--- config.mk ---
export PLATFORM = sky130hd
export DESIGN_NAME = can_rx_length_control_field
export DESIGN_NICKNAME = d
export VERILOG_FILES = /design/src/rx_len_pkg.sv /design/src/rx_len_ctrl.sv
export SDC_FILE = /design/constraint.sdc
export NUM_CORES = 1
export LEC_CHECK = 0
export BUFFER_PORTS_ARGS = -buffer_cell sky130_fd_sc_hd__buf_2
export CELL_PAD_IN_SITES_DETAIL_PLACEMENT = 1
export CELL_PAD_IN_SITES_GLOBAL_PLACEMENT = 2
export CORE_UTILIZATION = 18
export DETAILED_ROUTE_END_ITERATION = 10
export PLACE_DENSITY_LB_ADDON = 0.25
export SLEW_MARGIN = 20
export SYNTH_ARGS = -nofsm -noshare
export SYNTH_HDL_FRONTEND = slang
export SYNTH_SLANG_ARGS = --single-unit
--- constraint.sdc ---
create_clock -name clk -period 1.1 [get_ports clk]
set_input_delay 0.11 -clock clk [delete_from_list [all_inputs] [get_ports clk]]
set_output_delay 0.11 -clock clk [all_outputs]
set_load 0.02 [all_outputs]
--- src/rx_len_pkg.sv ---
// Constants and types for the receive frame length/control status byte.
// Assumes a classic Wishbone slave with 32-bit data and byte addressing.
package rx_len_pkg;
  localparam logic [7:0] LEN_CTRL_OFFSET = 8'h00;
  localparam logic [7:0] STATUS_OFFSET   = 8'h04;
  localparam int         RTR_BIT         = 6;
  localparam int         RSV_HI_BIT      = 5;
  localparam int         RSV_LO_BIT      = 4;
  localparam int         UNIMPL_BIT      = 7;
  localparam int         VALID_BIT       = 4;
  localparam logic [3:0] LEN_MAX         = 4'h8;
  localparam logic [7:0] LEN_CTRL_RESET  = 8'h00;
  localparam logic [31:0] UNMAPPED_DATA  = 32'h0000_0000;

  // Control field as handed over by the protocol engine
  typedef struct packed {
    logic       remote_request_flag;
    logic [3:0] payload_length_code;
  } ctrl_field_s;

  // Whole state of the register block
  typedef struct packed {
    logic        remote_request_flag;
    logic [3:0]  payload_length_code;
    logic        length_valid;
    logic [3:0]  payload_bytes;
    logic        ack;
    logic [31:0] dat;
  } state_s;
endpackage : rx_len_pkg
--- src/rx_len_ctrl.sv ---
// Receive length/control status byte with a Wishbone read port.
// Assumes the protocol engine pulses frame_load on one clk for each
// accepted frame, with the control field stable in that cycle.
//
// The implementer's own choices: the address map and the Wishbone slave port.
`timescale 1ns/100ps
module can_rx_length_control_field
  import rx_len_pkg::*;
(
  input  wire logic        clk,
  input  wire logic        rst,
  input  wire logic        wb_cyc_i,
  input  wire logic        wb_stb_i,
  input  wire logic        wb_we_i,
  input  wire logic [7:0]  wb_adr_i,
  input  wire logic [3:0]  wb_sel_i,
  input  wire logic [31:0] wb_dat_i,
  output logic      [31:0] wb_dat_o,
  output logic             wb_ack_o,
  input  wire logic        frame_load,
  input  ctrl_field_s      frame_ctrl,
  output logic             payload_valid,
  output logic      [3:0]  payload_bytes
);

  // Register map, byte addressed, data in the low byte of the word:
  //   LEN_CTRL_OFFSET  length/control byte, read only
  //   STATUS_OFFSET    decoded length: valid flag and byte count
  //   anything else    reads as zero; every write is answered and dropped
  state_s st_ff;
  state_s nxt_st;
  logic   req;

  assign req = wb_cyc_i & wb_stb_i & ~st_ff.ack;

  // Next state: frame capture, length decode and bus answer
  always_comb begin
    nxt_st = st_ff;
    nxt_st.ack = req;
    if (frame_load) begin
      nxt_st.remote_request_flag = frame_ctrl.remote_request_flag;
      nxt_st.payload_length_code = frame_ctrl.payload_length_code;
      // Codes above eight are reserved and report no valid length
      nxt_st.length_valid =
        (frame_ctrl.payload_length_code <= LEN_MAX);
      nxt_st.payload_bytes = (frame_ctrl.payload_length_code <= LEN_MAX)
        ? frame_ctrl.payload_length_code : 4'h0;
    end
    // Writes are acknowledged and ignored: the register is read only
    nxt_st.dat = UNMAPPED_DATA;
    if (req && !wb_we_i) begin
      if (wb_adr_i == LEN_CTRL_OFFSET) begin
        nxt_st.dat[UNIMPL_BIT] = 1'b0;
        nxt_st.dat[RTR_BIT]    = st_ff.remote_request_flag;
        nxt_st.dat[RSV_HI_BIT] = 1'b0;
        nxt_st.dat[RSV_LO_BIT] = 1'b0;
        nxt_st.dat[3:0]        = st_ff.payload_length_code;
      end else if (wb_adr_i == STATUS_OFFSET) begin
        nxt_st.dat[VALID_BIT] = st_ff.length_valid;
        nxt_st.dat[3:0]       = st_ff.payload_bytes;
      end
    end
  end

  // State register
  always_ff @(posedge clk or posedge rst) begin
    if (rst) begin
      st_ff <= '{remote_request_flag: LEN_CTRL_RESET[RTR_BIT],
                 payload_length_code: LEN_CTRL_RESET[3:0],
                 default: '0};
    end else begin
      st_ff <= nxt_st;
    end
  end

  assign wb_dat_o      = st_ff.dat;
  assign wb_ack_o      = st_ff.ack;
  assign payload_valid = st_ff.length_valid;
  assign payload_bytes = st_ff.payload_bytes;

  // Checks on the stored fields, the decoded outputs and the bus answer.
  // Read data is registered, so a read check looks one cycle after the
  // request is taken; every check is idle while reset is high.

  // Bit 7 is unimplemented and never reads as one
  AST_BIT7_ZERO: assert property (
    @(posedge clk) disable iff (rst)
    wb_ack_o |-> wb_dat_o[UNIMPL_BIT] == 1'b0)
    else $error("bit 7 read as one");

  // A stored remote flag follows the frame that loaded it
  AST_RTR_LOAD: assert property (
    @(posedge clk) disable iff (rst)
    frame_load |=> st_ff.remote_request_flag ==
      $past(frame_ctrl.remote_request_flag))
    else $error("remote flag not loaded");

  // A read of the byte shows the stored remote flag in bit 6
  AST_RTR_READ: assert property (
    @(posedge clk) disable iff (rst)
    req && !wb_we_i && wb_adr_i == LEN_CTRL_OFFSET
    |=> wb_dat_o[RTR_BIT] == $past(st_ff.remote_request_flag))
    else $error("remote flag misread");

  // reserved_upper reads as zero from every address
  AST_RSV_HI: assert property (
    @(posedge clk) disable iff (rst)
    wb_ack_o |-> !wb_dat_o[RSV_HI_BIT])
    else $error("reserved_upper read as one");

  // reserved_lower reads as zero from the length byte
  AST_RSV_LO: assert property (
    @(posedge clk) disable iff (rst)
    wb_ack_o && $past(wb_adr_i) == LEN_CTRL_OFFSET
    |-> !wb_dat_o[RSV_LO_BIT])
    else $error("reserved_lower read as one");

  // The code bits of a read show the stored code
  AST_CODE_READ: assert property (
    @(posedge clk) disable iff (rst)
    req && !wb_we_i && wb_adr_i == LEN_CTRL_OFFSET && !frame_load
    |=> wb_dat_o[3:0] == st_ff.payload_length_code)
    else $error("length code misread");

  // The code is stored raw, reserved values included
  AST_CODE_STORE: assert property (
    @(posedge clk) disable iff (rst)
    frame_load |=> st_ff.payload_length_code ==
      $past(frame_ctrl.payload_length_code))
    else $error("length code not stored");

  // Without a new frame the stored fields hold still
  AST_FIELDS_HOLD: assert property (
    @(posedge clk) disable iff (rst)
    !frame_load |=> $stable(st_ff.remote_request_flag) &&
      $stable(st_ff.payload_length_code))
    else $error("stored fields changed without a frame");

  // A legal code gives its own value as the byte count
  AST_COUNT: assert property (
    @(posedge clk) disable iff (rst)
    frame_load && frame_ctrl.payload_length_code <= LEN_MAX
    |=> payload_valid &&
      payload_bytes == $past(frame_ctrl.payload_length_code))
    else $error("valid length not counted");

  // The byte count never exceeds the largest legal length
  AST_COUNT_RANGE: assert property (
    @(posedge clk) disable iff (rst)
    payload_bytes <= LEN_MAX)
    else $error("byte count above eight");

  // A valid length always matches the stored code
  AST_VALID_MATCH: assert property (
    @(posedge clk) disable iff (rst)
    payload_valid |-> payload_bytes == st_ff.payload_length_code &&
      st_ff.payload_length_code <= LEN_MAX)
    else $error("valid length differs from stored code");

  // Codes above eight report no length
  AST_RESERVED_CODE: assert property (
    @(posedge clk) disable iff (rst)
    frame_load && frame_ctrl.payload_length_code > LEN_MAX
    |=> !payload_valid && payload_bytes == 4'h0)
    else $error("reserved code taken as length");

  // Code zero is a valid frame with no payload
  AST_ZERO_LEN: assert property (
    @(posedge clk) disable iff (rst)
    frame_load && frame_ctrl.payload_length_code == 4'h0
    |=> payload_valid && payload_bytes == 4'h0)
    else $error("empty frame misreported");

  // The status word mirrors the decoded outputs
  AST_STATUS_READ: assert property (
    @(posedge clk) disable iff (rst)
    req && !wb_we_i && wb_adr_i == STATUS_OFFSET
    |=> wb_dat_o[VALID_BIT] == $past(payload_valid) &&
      wb_dat_o[3:0] == $past(payload_bytes))
    else $error("status word misread");

  // Each request taken is answered on the next cycle
  AST_ACK_NEXT: assert property (
    @(posedge clk) disable iff (rst)
    req |=> wb_ack_o)
    else $error("request not answered");

  // An answer always follows a taken request
  AST_ACK_CAUSE: assert property (
    @(posedge clk) disable iff (rst)
    wb_ack_o |-> $past(req))
    else $error("answer without request");

  // ack stands for exactly one cycle
  AST_ACK_ONE: assert property (
    @(posedge clk) disable iff (rst)
    wb_ack_o |=> !wb_ack_o)
    else $error("ack held two cycles");

  // Read data is zero outside the answer cycle
  AST_DAT_IDLE: assert property (
    @(posedge clk) disable iff (rst)
    !wb_ack_o |-> wb_dat_o == '0)
    else $error("read data outside answer");

  // Only the low byte of an answer ever carries data
  AST_UPPER_ZERO: assert property (
    @(posedge clk) disable iff (rst)
    wb_ack_o |-> wb_dat_o[31:8] == 24'h00_0000)
    else $error("upper read bits set");

  // Writes are answered with zero data and change nothing
  AST_WRITE_QUIET: assert property (
    @(posedge clk) disable iff (rst)
    req && wb_we_i |=> wb_dat_o == '0)
    else $error("write answered with data");

  // Reads of unmapped addresses return zero
  AST_UNMAPPED: assert property (
    @(posedge clk) disable iff (rst)
    req && !wb_we_i && wb_adr_i != LEN_CTRL_OFFSET &&
      wb_adr_i != STATUS_OFFSET |=> wb_dat_o == UNMAPPED_DATA)
    else $error("unmapped read not zero");

  // Main scenarios
  COV_RTR: cover property (@(posedge clk) disable iff (rst)
    frame_load && frame_ctrl.remote_request_flag);
  COV_MAX: cover property (@(posedge clk) disable iff (rst)
    frame_load && frame_ctrl.payload_length_code == LEN_MAX);
  COV_RSV: cover property (@(posedge clk) disable iff (rst)
    frame_load && frame_ctrl.payload_length_code == 4'hF);
  COV_READ: cover property (@(posedge clk) disable iff (rst)
    wb_ack_o && !$past(wb_we_i));
  COV_WRITE: cover property (@(posedge clk) disable iff (rst)
    wb_ack_o && $past(wb_we_i));

endmodule : can_rx_length_control_field

==> results.txt, run 1 <==
The warning count from the yosys run came out at 0. STA puts the critical path data required time at 1.25 ns. The core region is 5110 um^2. The run finished with clean final reports. The fmax was 0.972 GHz; the initial antenna violation count was 0.

The count of mapped cells out of synthesis is 97. Most common cell after layout, fill and taps aside: sky130_fd_sc_hd__buf_2. The average wire per cell in the routed design came out at 10.2 um. For this run, the detailed router's first-pass iteration total came to 4. The tree built by TritonCTS fans out to 17 sinks.

After global routing the overflow that remains totals 0. In this run the worst hold path is classified as primary input to flip-flop. The count of vias placed by the detailed router was 636.

The static leakage was 0.584 nW. The clock arrives with 0.00201 ns of skew. For this run, the post-layout net count is 175.

For the wire length of the first global-routing pass, the log shows 2960 um. Sequential elements use 44.4% of the synthesized area. The biggest fanout along the worst timing path came out at 6. In this run, the number of DRC markers left after iteration 0 of detailed routing was 5.

For this run, the total global-route usage over all layers was measured as 7.21%. The slack of the worst reg-to-reg path was 0.07 ns; the final-report hold violation count was 0. The die covers 5620 um^2. For the worst setup path, the data arrival time is 1.18 ns. The number of different library cells used by synthesis comes to 19. For this run, asynchronously set or reset flops after synthesis account for 100%.

The type of the worst setup path is primary input to flip-flop. Entering global routing, the biggest net connects 18 pins. In this run the deepest clock path goes through 2 buffers. After global routing, the most crowded layer is met2. Global routing consumed, on the met2 layer, 11.6% of the routing resources. The tools report the cell at the root of the clock tree as sky130_fd_sc_hd__clkbuf_8.

A synthesized cell averages 9.88 um^2. The run gives 0 as the max-slew violation total from the final report. The detailed-route DRC error count came out at 0.

The logs give 0.0713 ns for the least setup slack across all paths after layout and 3.48% for the global-route track usage on met3. Setup repair after global routing could not meet its margin everywhere. Ratio of routed vias to standard cells: 3.37.

In the layout the commonest cells are sky130_fd_sc_hd__buf_2 (30), sky130_fd_sc_hd__conb_1 (26), sky130_fd_sc_hd__dfrtp_1 (17), sky130_fd_sc_hd__inv_1 (8), sky130_fd_sc_hd__nor4_2 (5). For the setup slack after placement, the log shows -0.215 ns. The most frequently used flop master after synthesis was sky130_fd_sc_hd__dfrtp_1.

Compared with the post-synthesis result, the final layout area differs by 17.6%. The number of failing setup endpoints in the final timing report is 0, and the count of buffers from port buffering is 30. The detailed placement HPWL was 1510 um; the effective utilization at floorplan was 18.8%. TritonCTS built the clock tree. Type of origin of the critical path: a primary input. The largest voltage drop on the vdd net was 0.316 mV. The power per cell area is 1240 nW/um^2. The maximum level of the CTS H-tree was 1; the post-synthesis sequential element count was 17. The kind of end point of the critical path is a flip-flop. The number of global-route vias before repair was 608; the time the worst path needs with I/O delays and setup was 1.03 ns. The fraction of final layout cells with drive strength greater than 1 came out at 37.8%. The tools report the antenna cell count as 0. The summed negative setup slack over all endpoints is 0 ns, and the clock latency on the worst-skew pair is 0.25 ns.

Once layout is complete, the utilization of the core stands at 22.1%. Yosys mapped a number of flops with a built-in enable equal to 0. The die is 75.0 um wide. In this run, CTS created clock tree buffers numbering 3.

The portion of the clock cycle consumed by the worst path in the final layout came out at 93.5%. The remaining number of nets flagged by the antenna check after routing was 0; the area of the mapped netlist was 958 um^2. At the end of routability-driven placement, the weighted congestion stood at 0.622. Summed over all layers, the routed wires come to 1920 um. For this run, global-route usage on met1 was measured as 8.87%.

The logs give 0 for the total of max-cap violations and 26 for the number of rows created at floorplan. Overall die height: 75.0 um. During I/O placement, the number of pins put on the boundary was 93. The clock transition at the registers of the reported paths is 0.06 ns, and the number of fill cells is 620.
-- where the power goes --
part | internal (W) | leakage [nW] | switching (W)
Sequential | 0.000658 | 0.220 | 0.0000194
Combinational | 0.0000767 | 0.341 | 0.000186
Clock | 0.000257 | 0.0228 | 0.000198
Total | 0.000992 | 0.584 | 0.000404
-- routing by layer --
metal  up-vias  part of all wire, %  routed length [um]
met4         0                 0.21                   4
li1        296                    -                   -
met5         -                    0                   0
met2        32                   51                 973
met1       306                   41                 796
met3         2                  7.6                 146
-- per-stage QoR --
step                hold slack (ns)  cells  total power [W]  cell area (um^2)
floorplan                    0.0361    122         0.000940              1050
finish                        0.102    189          0.00140              1130
detailed placement            0.140    183         0.000934              1010
global route                  0.105    189          0.00148              1130
global placement              0.133    183         0.000932              1010
CTS                          0.0923    189          0.00142              1090
-- worst max-delay path: stages --
cell                     delay, ns
sky130_fd_sc_hd__buf_2        0.09
sky130_fd_sc_hd__or4_1        0.71
sky130_fd_sc_hd__nor4_2       0.27
-- worst paths after layout --
| kind | startpoint | to | cells after the start |
|---|---|---|---|
| min | frame_ctrl[4] | st_ff[42] | 2 |
| max | wb_adr_i[5] | wb_dat_o[2] | 3 |
| min reg2reg | st_ff[40] | st_ff[40] | 1 |
| max reg2reg | wb_ack_o | wb_dat_o[2] | 3 |
| min in group asynchronous | rst | payload_bytes[0] | 4 |
| max in group asynchronous | rst | payload_valid | 4 |
-- kinds of logic after synthesis --
logic type / Yosys count / synth area share, %
other: 1 / 0.391
buffers and inverters: 48 / 33.0
AO/OA/AOI/OAI: 8 / 5.22
AND/OR/NAND/NOR: 17 / 10.4
flip-flops: 17 / 44.4
multiplexers: 6 / 6.53
-- cell usage after synthesis (all sizes together) (2+ instances only) --
library cell | n | area [um^2]
o22ai | 2 | 12.5
buf | 37 | 275
inv | 8 | 30.0
mux2i | 4 | 40.0
clkbuf | 3 | 11.3
or4 | 2 | 15.0
nor4 | 6 | 37.5
mux2 | 2 | 22.5
nand2 | 4 | 15.0
o21ai | 4 | 20.0
dfrtp | 17 | 425
nand3b | 2 | 15.0
-- registers in the layout, summed over array words and instances (netlist names) --
| name | count |
|---|---|
| wb_dat_o | 6 |
| st_ff | 5 |
| payload_bytes | 4 |
| payload_valid | 1 |
| wb_ack_o | 1 |
-- area by class of cell --
class | count | area, um^2 | area share [%]
Clock buffer | 4 | 45.0 | 4.00
Inverter | 8 | 30.0 | 2.66
Multi-Input combinational cell | 57 | 360 | 32.0
Sequential cell | 17 | 425 | 37.7
Tap cell | 70 | 87.6 | 7.77
Timing Repair Buffer | 33 | 179 | 15.9
-- timing repair --
item	CTS	global route
endpoints found under the setup margin	3	6
hold endpoints to repair	17	0
hold buffers	1	0
cloned	0	0
buffers inserted	1	0
pin swaps	0	0
gates resized for setup	2	7
Power figures use the tool's default switching activity.
==> run 2: changes to the inputs <==
HOLD_SLACK_MARGIN = 0.06   (was default)
REMOVE_ABC_BUFFERS = 1   (was default)
==> run 2 against run 1 <==
  * Maximum frequency decreased by 1.7%
  * First-iteration DRC count grew to 2.8 times the previous value
  * Highest routed layer unchanged
  * Count of clock-buffer cells in the layout did not move
  * Critical path type is now flip-flop to flip-flop
  * Die area unchanged
  * Via count shrank 2.4%
  * Sequential cell count stayed put
  * Critical endpoint is now wb_dat_o[1]
  * Sequential share of layout area grew 0.86 points
==> results.txt, run 2 (synthesized netlist as in run 1, its figures left out) <==
For the effective utilization at floorplan, the log shows 18.8% (unchanged). Signal arrival time at the worst endpoint: 1.20 ns (+0.02 ns). The last weighted congestion value of the routability-driven placer is 0.668 (+7.5%), and the detailed-route DRC error count is 0 (unchanged). The die width was 75.0 um (unchanged). TritonCTS built the clock tree. The switching power summed over all nets was 0.000425 W (+5.3%); the overall overflow remaining after global route was 0 (unchanged).

The biggest fanout along the worst timing path works out to 7 (+1). The time the worst path needs with I/O delays and setup came out at 1.05 ns (+0.0182 ns). The average wire per cell in the routed design works out to 10.8 um (+6.3%). The worst stage delay on the critical path works out to 0.37 ns (-0.34 ns). The logs give 26 (unchanged) for the number of rows created at floorplan and 0 (unchanged) for the total of max-cap violations. The remaining number of nets flagged by the antenna check after routing is 0 (unchanged). The deepest clock path buffer count came out at 2 (unchanged). The logs give 621 (-2.4%) for the count of vias placed by the detailed router and 0 (unchanged) for the max-slew violation total from the final report. The logs give 18 (unchanged) for the pin count of the biggest net entering global routing and 7.59% (+0.38 points) for the overall global routing resource usage.

Kind of end point of the critical path: a flip-flop. Type of origin of the critical path: a flip-flop. The final-report hold violation count was 0 (unchanged). The largest voltage drop on the vdd net came out at 0.394 mV (+25%). The run gives 607 (-2.1%) as the number of fill cells. Standard cell with the maximum stage delay on the critical path: sky130_fd_sc_hd__dfrtp_1. The library cells used most frequently in the layout, excluding fill and tap cells, are sky130_fd_sc_hd__buf_2 (30), sky130_fd_sc_hd__conb_1 (26), sky130_fd_sc_hd__dfrtp_1 (17), sky130_fd_sc_hd__inv_1 (8). The number of global-route vias before repair is 607 (-0.16%), and the sum of routed wire length over all layers is 2040 um (+6.3%). The run gives 3010 um (+1.6%) as the wire length of the first global-routing pass. The clock network fraction of total power came out at 34.1% (+1.5 points). Setup repair after global routing could not meet its margin everywhere. The cell sitting at the root of the clock tree is a sky130_fd_sc_hd__clkbuf_8. The ratio of routed vias to standard cells came out at 3.29 (-2.4%).

The detailed-router iteration count before antenna repair came out at 2 (-2). The logs give 1 (unchanged) for the maximum level of the CTS H-tree and 14 (+9) for the starting DRC count in detailed routing. The fraction of power consumed by sequential logic came out at 47.9% (-0.7 points). Clock tree skew after final layout: 0.00203 ns (+0.0000178 ns).

The initial antenna violation count was 0 (unchanged); the number of cells on the worst reg-to-reg path was 3 (unchanged). The portion of total power attributed to combinational logic is 17.9% (-1.0 points), and the worst hold path stage count is 2 (unchanged). The min-delay analysis places its worst path in the category primary input to flip-flop. For the placed instance count, the log shows 183 (unchanged).

The number of buffers created by CTS was 3 (unchanged). The clock transition at the registers of the reported paths was 0.07 ns (about the same); the antenna cell count was 0 (unchanged). The switching fraction of total power is 30.0% (+1.1 points), and the clock latency on the worst-skew pair is 0.25 ns (about the same). The count of buffers from port buffering works out to 30 (unchanged). Most common cell after layout, fill and taps aside: sky130_fd_sc_hd__buf_2.

The tools report the area of the core as 5110 um^2 (unchanged). Type of the worst setup path: flip-flop to flip-flop. The power per cell area was 1280 nW/um^2 (+3.7%); the endpoint required time on the critical path was 1.26 ns (about the same). The tools report the area of all sequential standard cells as 425 um^2 (unchanged).

The run finished with clean final reports. The cell area after placement was 1010 um^2 (unchanged); the flip-flop count of the largest register, all copies and words added was 6 (unchanged). The overall die height came out at 75.0 um (unchanged). The fraction of final layout cells with drive strength greater than 1 is 36.1% (-1.7 points). The floorplan die area was 5620 um^2 (unchanged); the post-layout net count was 175 (unchanged).

The logs give 0.00142 W (+1.4%) for the power consumption and 1100 um^2 (-2.2%) for the post-route cell area. The area overhead of the layout relative to synthesis works out to 15.0%. The static leakage is 0.575 nW (-1.7%), and the fmax is 0.955 GHz (-1.7%). For the area taken by multi-input logic gates, the log shows 339 um^2 (-5.9%). The final non-filler cell total is 189 (unchanged). The tools report the number of sinks handled by clock tree synthesis as 17 (unchanged).

The internal portion of total power was 0.000990 W (-0.15%). The portion of the clock cycle consumed by the worst path in the final layout is 95.2% (+1.7 points). The critical path goes through nand3b_1 > buf_4 > nor4_1.

The number of placed I/O pins is 93 (unchanged). The detailed placement HPWL was 1600 um (+5.8%). The number of failing setup endpoints in the final timing report came out at 0 (unchanged).
==> run 2: cell counts in the layout (fill, tap and decap cells not counted) <==
No cell type changed its count.
==> run 2: path summary, 6_finish.rpt <==
path | end | slack, ns | from
max | wb_dat_o[1] | 0.05 | wb_ack_o
min | st_ff[42] | 0.08 | frame_ctrl[4]
max reg2reg | wb_dat_o[1] | 0.05 | wb_ack_o
min reg2reg | st_ff[42] | 0.51 | st_ff[42]
max in group asynchronous | payload_bytes[1] | 0.50 | rst
min in group asynchronous | wb_dat_o[0] | 0.41 | rst
==> run 2: through the flow <==
stage,util [%],setup slack [ns],hold WS (ns),setup TNS (ns)
finish,21.6,0.0531,0.0816,0
CTS,21.3,0.0233,0.0801,0
floorplan,-,0.0219,0.0361,0
global route,21.6,-0.0191,0.0843,-0.0434
global placement,19.8,-0.117,0.133,-0.666
detailed placement,19.8,-0.223,0.135,-1.07
==> run 2: critical path: cells and delay by family, from the launching register on <==
family	cells	cell delay, ns
buffers and inverters	1	0.17
DFF	1	0.37
and+or+nand+nor	2	0.41
==> run 2: layout make-up <==
| type | instances | area share [%] |
|---|---|---|
| multi-input cells | 57 | 30.8 |
| inverters | 8 | 2.72 |
| well taps | 70 | 7.95 |
| repair buffers | 33 | 15.9 |
| clock buffers | 4 | 4.09 |
| flip-flops and latches | 17 | 38.6 |
==> run 2: power by group through the flow <==
stage | clock, W | sequential, W | combinational (W)
finish | 0.000483 | 0.000679 | 0.000254
CTS | 0.000493 | 0.000681 | 0.000252
floorplan | 0 | 0.000706 | 0.000140
detailed placement | 0 | 0.000692 | 0.000242
global placement | 0 | 0.000690 | 0.000241
global route | 0.000529 | 0.000683 | 0.000282
==> run 2: layer usage <==
layer,vias to the layer above,GRT usage (%),share of wire [%]
li1,297,-,-
met1,288,9.41,43
met5,-,0,0
met4,0,4.40,1.6
met3,4,1.74,8.4
met2,32,12.1,47
==> run 2: timing repair <==
item	4_1_cts	5_1_grt
endpoints found under the setup margin	5	3
hold buffers	1	0
resized for setup	2	3
endpoints found under the hold margin	17	0
buffers inserted	1	0
pin swaps	1	0
==> run 3: changes to the inputs <==
CORE_UTILIZATION = 19   (was 18)
CTS_CLUSTER_SIZE = 14   (was default)
clock period = 1.32 ns   (was 1.1 ns; I/O delays follow)
==> run 3 against run 2 <==
  * Routed wire length down 10%
  * Core utilization up 0.61 points
  * Critical endpoint is now wb_dat_o[6]
  * Highest routed layer is now met3
  * Total power down 19%
  * Sequential cell count unchanged
  * Maximum frequency down 7.6%
  * Sequential power down 17%
  * First-iteration DRC count down 21%
  * Non-clock buffer count down 1
==> results.txt, run 3 (synthesized netlist as in run 1, its figures left out) <==
The flow ran to the end, and the final reports show no timing, DRC or antenna violations. For the met2 capacity usage during global routing, the log shows 11.0% (-1.1 points). The largest voltage drop on the vdd net is 0.291 mV (-26%), and the antenna cell count is 0 (unchanged). Standard cell with the maximum stage delay on the critical path: sky130_fd_sc_hd__nor4_1. The detailed-route DRC error count was 0 (unchanged). The overall die height is 73.0 um (-2.6%). The remaining number of nets flagged by the antenna check after routing came out at 0 (unchanged).

The die width was 73.0 um (-2.6%). The worst setup path is of the flip-flop to flip-flop kind. TritonCTS built the clock tree.

The tools report the number of rows created at floorplan as 25 (-3.8%). The number of cells on the worst reg-to-reg path came out at 2 (-1). The post-layout net count came out at 174 (-0.57%). The count of instances resized after the clock tree is built is 0 (-2), and the detailed placement HPWL is 1460 um (-8.7%). Number of buffers created by CTS: 3 (unchanged). The last weighted congestion value of the routability-driven placer is 0.636 (-4.8%), and the buffer and inverter count on the worst path is 0 (-1). The global-route track usage on met1 was 8.11% (-1.3 points). Family of cells with the greatest summed delay on the critical path: simple AND/OR/NAND/NOR gates. The tools report the effective utilization at floorplan as 20.0% (+1.3 points). The pin count of the biggest net entering global routing is 18 (unchanged), and the overall global routing resource usage is 6.92% (-0.67 points). The max-slew violation total from the final report is 0 (unchanged), and the count of buffers from port buffering is 30 (unchanged). Flip-flop count of the largest register, all copies and words added: 6 (unchanged). The kind of end point of the critical path was a flip-flop. For the endpoint required time on the critical path, the log shows 1.46 ns (+0.20 ns). The run gives 1 (unchanged) as the maximum level of the CTS H-tree. The fraction of final layout cells with drive strength greater than 1 works out to 31.4% (-4.8 points). The switching fraction of total power was 28.5% (-1.6 points); the area overhead of the layout relative to synthesis was 10.8%.

The detailed-router iteration count before antenna repair is 4 (+2), and the summed negative setup slack over all endpoints is 0 ns (unchanged). The total of max-cap violations was 0 (unchanged); the fraction of power consumed by sequential logic was 49.2% (+1.3 points). The ratio of routed vias to standard cells was 3.35 (+1.8%); the fmax was 0.883 GHz (-7.6%).

Leaving out fill and tap cells, the most frequent cell in the layout is sky130_fd_sc_hd__buf_2. The run gives 425 um^2 (unchanged) as the area of all sequential standard cells. The worst setup path is launched from a flip-flop.

The overall overflow remaining after global route was 0 (unchanged). The run gives 2 (unchanged) as the deepest clock path buffer count. The layer flagged by global routing as most heavily used is met2. The number of placed I/O pins came out at 93 (unchanged).

The run gives 0 (unchanged) as the initial antenna violation count. The area taken by multi-input logic gates was 310 um^2 (-8.5%). The power per cell area is 1080 nW/um^2 (-16%), and the number of fill cells is 570 (-6.1%). Signal arrival time at the worst endpoint: 1.27 ns (+0.07 ns). The logs give 4790 um^2 (-6.3%) for the area of the core and 17 (unchanged) for the number of sinks handled by clock tree synthesis. The switching power summed over all nets is 0.000327 W (-23%). The root buffer cell chosen for the clock tree is sky130_fd_sc_hd__clkbuf_8. The critical path depth in cells is 2 (-1), and the power consumption is 0.00115 W (-19%). The portion of total power attributed to combinational logic was 17.6% (-0.3 points); the setup slack after placement was 0.0177 ns (+0.240 ns). The tools report the wire length of the first global-routing pass as 2640 um (-12%).

The biggest fanout along the worst timing path is 7 (unchanged). The clock network fraction of total power is 33.1% (-1.0 points). The logs give 543 (-11%) for the number of global-route vias before repair and 1060 um^2 (-3.6%) for the post-route cell area. For the clock latency on the worst-skew pair, the log shows 0.25 ns (about the same). The number of failing setup endpoints in the final timing report is 0 (unchanged). The global-route track usage on met3 is 2.35% (+0.61 points), and the time the worst path needs with I/O delays and setup is 1.13 ns (+0.0855 ns). The worst hold path stage count is 2 (unchanged), and the clock tree skew after final layout is 0.00616 ns (+0.00413 ns). The final-report hold violation count came out at 0 (unchanged). The class of the most critical hold timing path was primary input to flip-flop. The logs give 1010 um^2 (-0.37%) for the cell area after placement and 619 (-0.32%) for the count of vias placed by the detailed router. The tools report the least setup slack across all paths after layout as 0.188 ns (+0.134 ns). The run gives 0.568 nW (-1.1%) as the static leakage. The worst stage delay on the critical path is 0.37 ns (about the same), and the clock transition at the registers of the reported paths is 0.07 ns (about the same). The count of hold buffers inserted by post-cts repair was 1 (unchanged); the sum of routed wire length over all layers was 1830 um (-10%). The run gives 11 (-3) as the starting DRC count in detailed routing.

Walking the worst path, the cells encountered are nand3b_1 > nor4_1. The buffer count from post-CTS setup fixing was 0 (-1). Setup repair after global routing left no endpoint under its margin.

The logs give 0.000822 W (-17%) for the internal portion of total power and 5330 um^2 (-5.1%) for the floorplan die area. The portion of the clock cycle consumed by the worst path in the final layout is 85.8% (-9.4 points). Leaving out fill and tap cells, the most frequent cells in the layout are sky130_fd_sc_hd__buf_2 (30), sky130_fd_sc_hd__conb_1 (26), sky130_fd_sc_hd__dfrtp_1 (17), sky130_fd_sc_hd__inv_1 (8), sky130_fd_sc_hd__nor4_1 (6). The average wire per cell in the routed design came out at 9.89 um (-8.4%).
-- run 3: final timing paths --
kind                                from  slack (ns)                to
max in group asynchronous            rst        0.69  payload_bytes[2]
setup reg to reg                wb_ack_o        0.19       wb_dat_o[6]
min in group asynchronous            rst        0.43       wb_dat_o[0]
setup / recovery                wb_ack_o        0.19       wb_dat_o[6]
hold reg to reg                st_ff[40]        0.52         st_ff[40]
hold / removal             frame_ctrl[4]        0.11         st_ff[42]
-- run 3: worst reg2reg max path: cells and delay by family (launching register included) --
kind | cells | cell delay, ns
simple gates | 2 | 0.67
flops | 1 | 0.36
-- run 3: final cells by class --
| cell class | count | area share [%] |
|---|---|---|
| clock buffers | 4 | 4.24 |
| inverters | 8 | 2.83 |
| multi-input cells | 57 | 29.2 |
| flip-flops and latches | 17 | 40.0 |
| well taps | 67 | 7.89 |
| repair buffers | 32 | 15.8 |
-- run 3: power groups by stage --
stage	Clock (W)	Combinational (W)	Sequential, W
after floorplan	0	0.000117	0.000588
after global placement	0	0.000199	0.000574
after detailed placement	0	0.000201	0.000576
after CTS	0.000403	0.000204	0.000566
after global routing	0.000435	0.000221	0.000569
final	0.000380	0.000203	0.000566
-- run 3: per-layer routing --
metal  part of all wire [%]  vias up
met3                     12        0
met2                     43       46
met1                     44      276
met4                      0        0
met5                      0        -
li1                       -      297
-- run 3: metrics by stage --
stage	hold slack, ns	utilization (%)	std cells
2_1_floorplan	0.0581	-	82
3_3_place_gp	0.155	21.0	180
3_5_place_dp	0.155	21.0	180
4_1_cts	0.110	22.2	185
5_1_grt	0.123	22.2	185
6_report	0.113	22.2	185
